## src/rtl/pmu_map.vh

```
// Register map, field positions and reset values of the performance event counters
`ifndef PMU_MAP_VH
`define PMU_MAP_VH
// Byte offsets
`define PMU_OFF_CTRL0 8'h00
`define PMU_OFF_CTRL1 8'h04
`define PMU_OFF_CTRLA 8'h08
`define PMU_OFF_STATE 8'h0c
`define PMU_OFF_STATUS 8'h10
`define PMU_OFF_CNT0 8'h20
// CTRL0 fields
`define PMU_C0_FREEZE_ALL 0
`define PMU_C0_FC_USER 1
`define PMU_C0_FC_SUPER 2
`define PMU_C0_FC_WAIT 3
`define PMU_C0_FC_RUN 4
`define PMU_C0_FC_MARK_SET 5
`define PMU_C0_FC_MARK_CLR 6
`define PMU_C0_EXC_EN 7
`define PMU_C0_TRIG_START 8
`define PMU_C0_TRIG_STOP 9
`define PMU_C0_TRIG_LO 10
`define PMU_C0_TRIG_HI 14
`define PMU_C0_MUX_LO 16
`define PMU_C0_MUX_HI 17
`define PMU_C0_CNT_MARKED 18
`define PMU_C0_CNT_UNMARKED 19
// CTRLA fields
`define PMU_CA_THR_LO 0
`define PMU_CA_THR_HI 7
`define PMU_CA_START_LO 8
`define PMU_CA_START_HI 10
`define PMU_CA_STOP_LO 11
`define PMU_CA_STOP_HI 13
`define PMU_CA_SAMPLE_EN 14
// STATE fields
`define PMU_ST_MARK 0
`define PMU_ST_EXT_IRQ 1
`define PMU_ST_SUPER 2
`define PMU_ST_RUN 3
`define PMU_ST_SINGLE_STEP 4
`define PMU_ST_BRANCH_TRACE 5
`define PMU_ST_GRAN 6
// STATUS fields
`define PMU_SS_OVF_LO 0
`define PMU_SS_OVF_HI 7
`define PMU_SS_THR 8
`define PMU_SS_RUNNING 9
// Reset values and sizes
`define PMU_RST_WORD 32'h00000000
`define PMU_LFSR_SEED 16'hace1
`define PMU_GRAN_SHIFT 5
`endif

```

## src/rtl/pmu_counters.v

```verilog
// Eight-counter performance event monitor with AXI4-Lite register access
// What this block does
// - Eight independent 32-bit event counters counting concurrently.
// - Counters 0-3 count the event chosen by their CTRL1 select field; 4-7 by a CTRLA nibble, or counter i-4's field if it is zero.
// - Some events count per active cycle, others once per occurrence.
// - Counting filtered by user/supervisor and by marked/unmarked instruction.
// - Counting qualified by privilege and run-versus-wait state via control fields.
// - Indirect events go through shared muxes affecting several counters at once.
// - Some indirect events sum a unit pair's signals into one increment.
// - Counter overflow raises exception request when exception enable bit set.
// - Trigger-start mode: counters frozen until trigger, then count.
// - Trigger-stop mode: counters count until trigger, then freeze.
// - Exception taken only if also enabled by other state bits.
// - Instruction is marked when fetch and dispatch matching both match.
// - One eligible instruction is picked randomly for sampling.
// - Events count marked instructions reaching each pipeline stage.
// - Thread mark bit only gates freezing through the two mark freeze fields.
// - Sampled instruction stage-to-stage cycles over threshold signal an event.
// - Single-step and branch trace modes raise trace exceptions.
// - All control registers and counters clear to zero on reset.
// - Monitor exception is taken only while external interrupt enable is set.
// - Threshold granularity bit selects the thresholder's cycle granularity.
`timescale 1ns/1ps
`include "pmu_map.vh"
module pmu_counters (
   // Clock and reset
   input wire clk,
   input wire arst_n,
   // AXI4-Lite slave
   input wire [7:0] s_axi_awaddr,
   input wire s_axi_awvalid,
   output reg s_axi_awready,
   input wire [31:0] s_axi_wdata,
   input wire [3:0] s_axi_wstrb,
   input wire s_axi_wvalid,
   output reg s_axi_wready,
   output reg [1:0] s_axi_bresp,
   output reg s_axi_bvalid,
   input wire s_axi_bready,
   input wire [7:0] s_axi_araddr,
   input wire s_axi_arvalid,
   output reg s_axi_arready,
   output reg [31:0] s_axi_rdata,
   output reg [1:0] s_axi_rresp,
   output reg s_axi_rvalid,
   input wire s_axi_rready,
   // Core event sources, same clock
   input wire [15:0] direct_cycle_event,
   input wire [15:0] direct_edge_event,
   input wire [7:0] unit_a_event,
   input wire [7:0] unit_b_event,
   input wire fetch_unit_match,
   input wire dispatch_unit_match,
   input wire instr_valid,
   input wire [7:0] stage_pulse,
   input wire instr_complete,
   input wire branch_complete,
   input wire trigger_event_in,
   // Exceptions and sampling
   output reg perf_exc_req,
   output reg trace_exc_req,
   output reg sample_active,
   output reg threshold_event
);
   localparam [2:0] ST_IDLE = 3'b001;
   localparam [2:0] ST_WAIT = 3'b010;
   localparam [2:0] ST_MEAS = 3'b100;
   // Register file
   reg [31:0] monitor_control_reg0;
   reg [31:0] monitor_control_reg1;
   reg [31:0] monitor_control_reg_a;
   reg [31:0] state_reg;
   reg [31:0] event_counter [0:7];
   reg [7:0] ovf_flag;
   reg thr_flag;
   reg started;
   reg stopped;
   reg [15:0] lfsr;
   reg [2:0] thr_state;
   reg [31:0] thr_cnt;
   reg [31:0] gran_div;
   reg wr_aw_have;
   reg wr_w_have;
   reg [7:0] wr_addr;
   reg [31:0] wr_data;
   reg [3:0] wr_strb;
   integer i;
   integer j;
   integer k;
   // Decode of control fields
   wire thread_mark_bit = state_reg[`PMU_ST_MARK];
   wire external_irq_enable = state_reg[`PMU_ST_EXT_IRQ];
   wire priv_super = state_reg[`PMU_ST_SUPER];
   wire run_state = state_reg[`PMU_ST_RUN];
   wire threshold_granularity = state_reg[`PMU_ST_GRAN];
   wire freeze_when_mark_set = monitor_control_reg0[`PMU_C0_FC_MARK_SET];
   wire freeze_when_mark_clear = monitor_control_reg0[`PMU_C0_FC_MARK_CLR];
   wire [1:0] mux_sel = monitor_control_reg0[`PMU_C0_MUX_HI:`PMU_C0_MUX_LO];
   wire [4:0] trig_sel = monitor_control_reg0[`PMU_C0_TRIG_HI:`PMU_C0_TRIG_LO];
   // ----------------------------------------------------------------
   // Qualification and marking
   // ----------------------------------------------------------------
   wire marked = instr_valid & fetch_unit_match & dispatch_unit_match;
   wire sampled_pick = marked & (lfsr[3:0] == 4'h0) &
      monitor_control_reg_a[`PMU_CA_SAMPLE_EN] & (thr_state == ST_IDLE);
   wire trig_hit = trig_sel[4] ? trigger_event_in : direct_edge_event[trig_sel[3:0]];
   wire freeze = monitor_control_reg0[`PMU_C0_FREEZE_ALL] |
      (monitor_control_reg0[`PMU_C0_FC_USER] & ~priv_super) |
      (monitor_control_reg0[`PMU_C0_FC_SUPER] & priv_super) |
      (monitor_control_reg0[`PMU_C0_FC_WAIT] & ~run_state) |
      (monitor_control_reg0[`PMU_C0_FC_RUN] & run_state) |
      (freeze_when_mark_set & thread_mark_bit) |
      (freeze_when_mark_clear & ~thread_mark_bit) |
      (monitor_control_reg0[`PMU_C0_TRIG_START] & ~started) |
      (monitor_control_reg0[`PMU_C0_TRIG_STOP] & stopped);
   wire mark_ok = (monitor_control_reg0[`PMU_C0_CNT_MARKED] & marked) |
      (monitor_control_reg0[`PMU_C0_CNT_UNMARKED] & ~marked) |
      ~(monitor_control_reg0[`PMU_C0_CNT_MARKED] |
      monitor_control_reg0[`PMU_C0_CNT_UNMARKED]);
   // ----------------------------------------------------------------
   // Event selection per counter
   // ----------------------------------------------------------------
   // Select codes: 0-15 cycle events, 16-31 edge events, 32-39 muxed unit,
   // 40-47 pair sum, 48-55 marked stage, 56 marked, 57 threshold.
   reg [1:0] incr [0:7];
   reg [5:0] sel;
   reg [2:0] idx;
   always @* begin
      for (i = 0; i < 8; i = i + 1) begin
         sel = (i < 4) ? monitor_control_reg1[i*8 +: 6] : monitor_control_reg_a[(i-4)*4+16 +: 4]
            == 4'h0 ? monitor_control_reg1[(i-4)*8 +: 6] : {2'b00, monitor_control_reg_a[(i-4)*4+16 +: 4]};
         idx = sel[2:0] ^ i[2:0];
         incr[i] = 2'd0;
         case (sel[5:4])
            2'd0: incr[i] = {1'b0, direct_cycle_event[sel[3:0]]};
            2'd1: incr[i] = {1'b0, direct_edge_event[sel[3:0]]};
            2'd2: begin
               if (!sel[3])
                  incr[i] = {1'b0, mux_sel[0] ? unit_b_event[idx] : unit_a_event[idx]};
               else
                  incr[i] = {1'b0, unit_a_event[idx]} + {1'b0, unit_b_event[idx]};
            end
            default: begin
               if (!sel[3])
                  incr[i] = {1'b0, stage_pulse[sel[2:0]] & sample_active};
               else if (sel[2:0] == 3'd0)
                  incr[i] = {1'b0, marked};
               else
                  incr[i] = {1'b0, thr_flag & (sel[2:0] == 3'd1)};
            end
         endcase
         if (freeze || !mark_ok)
            incr[i] = 2'd0;
      end
   end
   // ----------------------------------------------------------------
   // Counters and overflow
   // ----------------------------------------------------------------
   reg [32:0] sum [0:7];
   always @* begin
      for (j = 0; j < 8; j = j + 1)
         sum[j] = {1'b0, event_counter[j]} + {31'd0, incr[j]};
   end
   wire wr_fire = wr_aw_have & wr_w_have & ~s_axi_bvalid;
   wire [31:0] wmask = {{8{wr_strb[3]}}, {8{wr_strb[2]}}, {8{wr_strb[1]}}, {8{wr_strb[0]}}};
   always @(posedge clk or negedge arst_n) begin
      if (!arst_n) begin
         for (k = 0; k < 8; k = k + 1)
            event_counter[k] <= `PMU_RST_WORD;
         ovf_flag <= 8'h00;
      end else begin
         for (k = 0; k < 8; k = k + 1) begin
            event_counter[k] <= sum[k][31:0];
            if (wr_fire && wr_addr == `PMU_OFF_CNT0 + k[7:0] * 8'h04)
               event_counter[k] <= (event_counter[k] & ~wmask) | (wr_data & wmask);
            if (sum[k][32])
               ovf_flag[k] <= 1'b1;
            else if (wr_fire && wr_addr == `PMU_OFF_STATUS && wr_data[k])
               ovf_flag[k] <= 1'b0;
         end
      end
   end
   // ----------------------------------------------------------------
   // Control registers, triggers, sampling LFSR
   // ----------------------------------------------------------------
   always @(posedge clk or negedge arst_n) begin
      if (!arst_n) begin
         monitor_control_reg0 <= `PMU_RST_WORD;
         monitor_control_reg1 <= `PMU_RST_WORD;
         monitor_control_reg_a <= `PMU_RST_WORD;
         state_reg <= `PMU_RST_WORD;
         started <= 1'b0;
         stopped <= 1'b0;
         lfsr <= `PMU_LFSR_SEED;
      end else begin
         lfsr <= {lfsr[14:0], lfsr[15] ^ lfsr[13] ^ lfsr[12] ^ lfsr[10]};
         if (trig_hit)
            started <= 1'b1;
         if (trig_hit && !freeze)
            stopped <= 1'b1;
         if (wr_fire) begin
            case (wr_addr)
               `PMU_OFF_CTRL0: begin
                  monitor_control_reg0 <= (monitor_control_reg0 & ~wmask) | (wr_data & wmask);
                  // Rearming the trigger modes on any CTRL0 write
                  started <= 1'b0;
                  stopped <= 1'b0;
               end
               `PMU_OFF_CTRL1:
                  monitor_control_reg1 <= (monitor_control_reg1 & ~wmask) | (wr_data & wmask);
               `PMU_OFF_CTRLA:
                  monitor_control_reg_a <= (monitor_control_reg_a & ~wmask) | (wr_data & wmask);
               `PMU_OFF_STATE:
                  state_reg <= (state_reg & ~wmask) | (wr_data & wmask);
               default: ;
            endcase
         end
      end
   end
   // ----------------------------------------------------------------
   // Thresholder on the sampled instruction
   // ----------------------------------------------------------------
   wire [2:0] start_stage = monitor_control_reg_a[`PMU_CA_START_HI:`PMU_CA_START_LO];
   wire [2:0] stop_stage = monitor_control_reg_a[`PMU_CA_STOP_HI:`PMU_CA_STOP_LO];
   wire [31:0] gran_tick_max = threshold_granularity ? ((32'd1 << `PMU_GRAN_SHIFT) - 32'd1)
      : 32'd0;
   always @(posedge clk or negedge arst_n) begin
      if (!arst_n) begin
         thr_state <= ST_IDLE;
         thr_cnt <= 32'd0;
         gran_div <= 32'd0;
         sample_active <= 1'b0;
         thr_flag <= 1'b0;
         threshold_event <= 1'b0;
      end else begin
         threshold_event <= 1'b0;
         if (wr_fire && wr_addr == `PMU_OFF_STATUS && wr_data[`PMU_SS_THR])
            thr_flag <= 1'b0;
         case (thr_state)
            ST_IDLE: begin
               if (sampled_pick) begin
                  thr_state <= ST_WAIT;
                  sample_active <= 1'b1;
               end
            end
            ST_WAIT: begin
               thr_cnt <= 32'd0;
               gran_div <= 32'd0;
               if (stage_pulse[start_stage])
                  thr_state <= ST_MEAS;
            end
            ST_MEAS: begin
               if (gran_div >= gran_tick_max) begin
                  gran_div <= 32'd0;
                  if (thr_cnt != 32'hffffffff)
                     thr_cnt <= thr_cnt + 32'd1;
               end else begin
                  gran_div <= gran_div + 32'd1;
               end
               if (stage_pulse[stop_stage]) begin
                  thr_state <= ST_IDLE;
                  sample_active <= 1'b0;
                  if (thr_cnt > {24'd0, monitor_control_reg_a[`PMU_CA_THR_HI:`PMU_CA_THR_LO]}) begin
                     threshold_event <= 1'b1;
                     thr_flag <= 1'b1;
                  end
               end
            end
            default: thr_state <= ST_IDLE;
         endcase
      end
   end
   // ----------------------------------------------------------------
   // Exceptions
   // ----------------------------------------------------------------
   always @(posedge clk or negedge arst_n) begin
      if (!arst_n) begin
         perf_exc_req <= 1'b0;
         trace_exc_req <= 1'b0;
      end else begin
         // Level request; drops when software clears the overflow flags
         perf_exc_req <= (|ovf_flag) & monitor_control_reg0[`PMU_C0_EXC_EN]
            & external_irq_enable;
         trace_exc_req <= (state_reg[`PMU_ST_SINGLE_STEP] & instr_complete) |
            (state_reg[`PMU_ST_BRANCH_TRACE] & branch_complete);
      end
   end
   // ----------------------------------------------------------------
   // AXI4-Lite slave
   // ----------------------------------------------------------------
   always @(posedge clk or negedge arst_n) begin
      if (!arst_n) begin
         s_axi_awready <= 1'b1;
         s_axi_wready <= 1'b1;
         s_axi_bvalid <= 1'b0;
         s_axi_bresp <= 2'b00;
         wr_aw_have <= 1'b0;
         wr_w_have <= 1'b0;
         wr_addr <= 8'h00;
         wr_data <= 32'h00000000;
         wr_strb <= 4'h0;
      end else begin
         if (s_axi_awvalid && s_axi_awready) begin
            wr_aw_have <= 1'b1;
            wr_addr <= {s_axi_awaddr[7:2], 2'b00};
            s_axi_awready <= 1'b0;
         end
         if (s_axi_wvalid && s_axi_wready) begin
            wr_w_have <= 1'b1;
            wr_data <= s_axi_wdata;
            wr_strb <= s_axi_wstrb;
            s_axi_wready <= 1'b0;
         end
         if (wr_fire) begin
            wr_aw_have <= 1'b0;
            wr_w_have <= 1'b0;
            s_axi_bvalid <= 1'b1;
            s_axi_bresp <= (wr_addr <= `PMU_OFF_STATUS ||
               (wr_addr >= `PMU_OFF_CNT0 && wr_addr < `PMU_OFF_CNT0 + 8'h20)) ? 2'b00 : 2'b10;
         end
         if (s_axi_bvalid && s_axi_bready) begin
            s_axi_bvalid <= 1'b0;
            s_axi_awready <= 1'b1;
            s_axi_wready <= 1'b1;
         end
      end
   end
   always @(posedge clk or negedge arst_n) begin
      if (!arst_n) begin
         s_axi_arready <= 1'b1;
         s_axi_rvalid <= 1'b0;
         s_axi_rdata <= 32'h00000000;
         s_axi_rresp <= 2'b00;
      end else begin
         if (s_axi_arvalid && s_axi_arready) begin
            s_axi_arready <= 1'b0;
            s_axi_rvalid <= 1'b1;
            s_axi_rresp <= 2'b00;
            case ({s_axi_araddr[7:2], 2'b00})
               `PMU_OFF_CTRL0: s_axi_rdata <= monitor_control_reg0;
               `PMU_OFF_CTRL1: s_axi_rdata <= monitor_control_reg1;
               `PMU_OFF_CTRLA: s_axi_rdata <= monitor_control_reg_a;
               `PMU_OFF_STATE: s_axi_rdata <= state_reg;
               `PMU_OFF_STATUS: s_axi_rdata <= {22'd0, ~freeze, thr_flag, ovf_flag};
               default: begin
                  if (s_axi_araddr >= `PMU_OFF_CNT0 && s_axi_araddr < `PMU_OFF_CNT0 + 8'h20)
                     s_axi_rdata <= event_counter[s_axi_araddr[4:2]];
                  else begin
                     s_axi_rdata <= 32'h00000000;
                     s_axi_rresp <= 2'b10;
                  end
               end
            endcase
         end
         if (s_axi_rvalid && s_axi_rready) begin
            s_axi_rvalid <= 1'b0;
            s_axi_arready <= 1'b1;
         end
      end
   end
endmodule // pmu_counters

```

## config.mk

```make
export PLATFORM = sky130hd
export DESIGN_NAME = pmu_counters
export DESIGN_NICKNAME = d
export VERILOG_FILES = /design/src/rtl/pmu_counters.v
export VERILOG_INCLUDE_DIRS = /design/src /design/src/rtl
export SDC_FILE = /design/constraint.sdc
export NUM_CORES = 2
export LEC_CHECK = 0
export ABC_AREA = 1
export BUFFER_PORTS_ARGS = -buffer_cell sky130_fd_sc_hd__buf_2
export CORE_ASPECT_RATIO = 0.9
export CORE_MARGIN = 2
export CORE_UTILIZATION = 40
export DETAILED_ROUTE_END_ITERATION = 8
export SLEW_MARGIN = 25
export SYNTH_ARGS = -nofsm -noshare
export SYNTH_HDL_FRONTEND = slang
export SYNTH_SLANG_ARGS = --single-unit
```

## constraint.sdc

```tcl
create_clock -name clk -period 4.4 [get_ports clk]
set_input_delay 0.22 -clock clk [delete_from_list [all_inputs] [get_ports clk]]
set_output_delay 0.22 -clock clk [all_outputs]
set_load 0.02 [all_outputs]
```

==> impl_metrics.tcl <==
set metrics [dict create \
    crit_buf_inv 7 \
    core_area_um2 92800 \
    clk_root_buffer_cell "clkbuf_16" \
    rsz0062_at_grt "true" \
    p_total_mw 31.9 \
    syn2layout_area_growth_pct 18.9 \
    utilization_pct 48.0 \
    min_path_type "in -> reg" \
    finClkSkew_ns 0.0384 \
    grt_pass1_vias 36207 \
    post_drt_via_cell_ratio 5.92 \
    maxCapViolations 0 \
    syn_area_per_cell_um2 7.35 \
    end_kind "register" \
    synth_top_area_share_pct 37.0 \
    drc 0 \
    cts_tree "built" \
    synth_top_area_cell "dfrtp_1" \
    synth_edf_count 0 \
    crit_fanout 5 \
    synthFlopType "dfrtp_1" \
    die_y_um 294 \
    port_buffers 159 \
    yosysUniqueCellTypes 67 \
    clock_latency_ns 0.67 \
    drt_iter0_markers 5199 \
    dr_total_vias 39812 \
    dpl_worst_slack_ns -0.0621 \
    fin_cells 6722 \
    post_route_cells_drive_above_1_share_pct 15.4 \
    yosysMostFrequentCell "nand2_1" \
    cts_buffer_depth 3 \
    htree_levels 3 \
    ys_seq_area_share_pct 37.8 \
    ys_async_sr_fraction_pct 100 \
    slowest_delay_ns 0.46 \
    numPlacedInstances 6511 \
    finalNetCount 5594 \
    start_util_pct 40.3 \
    ant_nets 0 \
    final.min_clock_period_ns 4.31 \
    critPathKind "reg -> reg" \
    vdd_drop_max_mv 0.386 \
    dpl.hpwl_mm 121 \
    timing.fmax_mhz 232 \
    fp.dieW_um 327 \
    tightest_slew_ns 1.07 \
    cellPowerDensity_nw_per_um2 717 \
    grt_usage_pct 32.8 \
    yosys_warnings 0 \
    row_count 106 \
    synthCells 5093 \
    ys_top_cells_by_count "nand2_1 (1143), inv_1 (580), dfrtp_1 (553)" \
    antenna_found_initial 6 \
    synth_area_um2 37500 \
    cp.required_ns 4.92 \
    clkSinkCount 565 \
    dieArea_um2 96100 \
    cpLargestDelayFamily "simple AND/OR/NAND/NOR gates" \
    ys_seq_elements 565 \
    synth.area.top_cells "dfrtp_1 (37%), nand2_1 (11%), o21ai_0 (6.3%)" \
    leakagePower_nw 20.7 \
    wl_mm 162 \
    finalWeightedCongestion 1.05 \
    grt_pass1_wl_mm 238 \
    setup.worst_path.start_class "register" \
    worstPathArrival_ns 4.82 \
    drv_slew 0 \
    grt_max_degree 99 \
    slowest_stage "a31oi_1" \
    wire_per_inst_um 24.2 \
    cts.clk_slew.worst_paths_ns 0.06 \
    path_common_cell "nand2_1" \
    cts_made_buffers 68 \
    setup_ws_ns 0.0926 \
    first_pass_iters 7 \
    io_pins 166 \
    finalSetupTns_ns 0 \
    setup_viol 0 \
    period_share_pct 97.9 \
    relSlewSlack_pct 28.9 \
    finalHoldViolCount 0 \
    outcome "finished clean" \
    overflow 0 \
]
-- cells in the final DEF, fill, tap and decap left out, types with 28 or more instances in the layout --
master,count
ha_1,35
clkbuf_16,70
xor2_1,170
nand2_1,1113
nor4_1,32
inv_1,560
o211ai_1,68
nor3_1,86
o21ai_0,470
dfrtp_1,548
nor2_2,28
buf_4,254
dlygate4sd3_1,53
inv_2,46
o22ai_1,174
nor2_1,278
nand4_1,90
buf_2,158
o221ai_1,152
nand3_1,345
a21oi_1,217
a31oi_1,58
a221oi_1,29
nor2_4,33
nand2_2,46
-- cell families (layout without fill, tap and decap cells) --
kind of cell | Yosys count | after routing | share of synthesized area, %
AND/OR/NAND/NOR | 2162 | 2163 | 26.1
flip-flops | 565 | 565 | 37.8
other | 1 | 5 | 0.0100
adder cells (fa/ha/maj) | 47 | 47 | 1.73
buffers and inverters | 852 | 1234 | 9.02
XOR/XNOR | 194 | 194 | 4.54
AO/OA/AOI/OAI | 1272 | 1272 | 20.8
-- worst paths after layout --
kind                            startpoint                         end  slack (ns)  cells past startpoint
setup / recovery                  register                    register        0.09                     25
hold / removal             s_axi_araddr[5]              s_axi_rresp[1]        0.14                      4
setup reg to reg                  register                    register        0.09                     25
hold reg to reg                    lfsr[4]                     lfsr[5]        0.35                      0
max in group asynchronous           arst_n  asynchronous set/reset pin        2.85                      3
min in group asynchronous           arst_n  asynchronous set/reset pin        0.24                      2
-- layout make-up --
cell class              instances  area (um^2)
repair buffers                492         3690
fillers                      9320        48300
inverters                     620         2340
multi-input cells            3678        20400
clock buffers                  98         1980
well taps                    1242         1550
diodes                          3         7.51
clock inverters                23          348
repair inverters                1         5.00
flip-flops and latches        565        14200
-- timing repair --
action                                  4_1_cts  5_1_grt
hold buffers                                 53        0
endpoints found under the setup margin        4       82
buffers inserted                              0       30
hold endpoints to repair                    135        0
pin swaps                                     0       55
gates resized for setup                       3      160
gates cloned                                  0        4
-- per-layer routing --
metal / part of all wire, % / GRT usage [%] / wire length [um]
met4: 5.5 / 15.7 / 8920
met5: 0.036 / 0 / 58
met2: 41 / 47.0 / 66900
met1: 42 / 44.7 / 67500
met3: 12 / 10.5 / 19100
-- power breakdown --
group | leakage (nW) | internal (mW) | total, mW | switching (mW)
clock | 1.14 | 3.52 | 6.04 | 2.52
combinational | 12.9 | 5.87 | 16.5 | 10.6
sequential | 6.69 | 6.95 | 9.37 | 2.43
total | 20.7 | 16.3 | 31.9 | 15.6
-- per-stage QoR --
step	area, um^2	hold slack [ns]
4_1_cts	43600	0.0510
6_report	44500	0.142
3_5_place_dp	40700	0.330
5_1_grt	44500	0.154
2_1_floorplan	37500	-0.0756
3_3_place_gp	40700	0.332
-- worst min-delay path, cell delays in order --
cell and delay [ns]:
buf_2 0.21, nand2_1 0.12, nand3_1 0.10, o21ai_0 0.07
(Power assumes the default switching activity.)
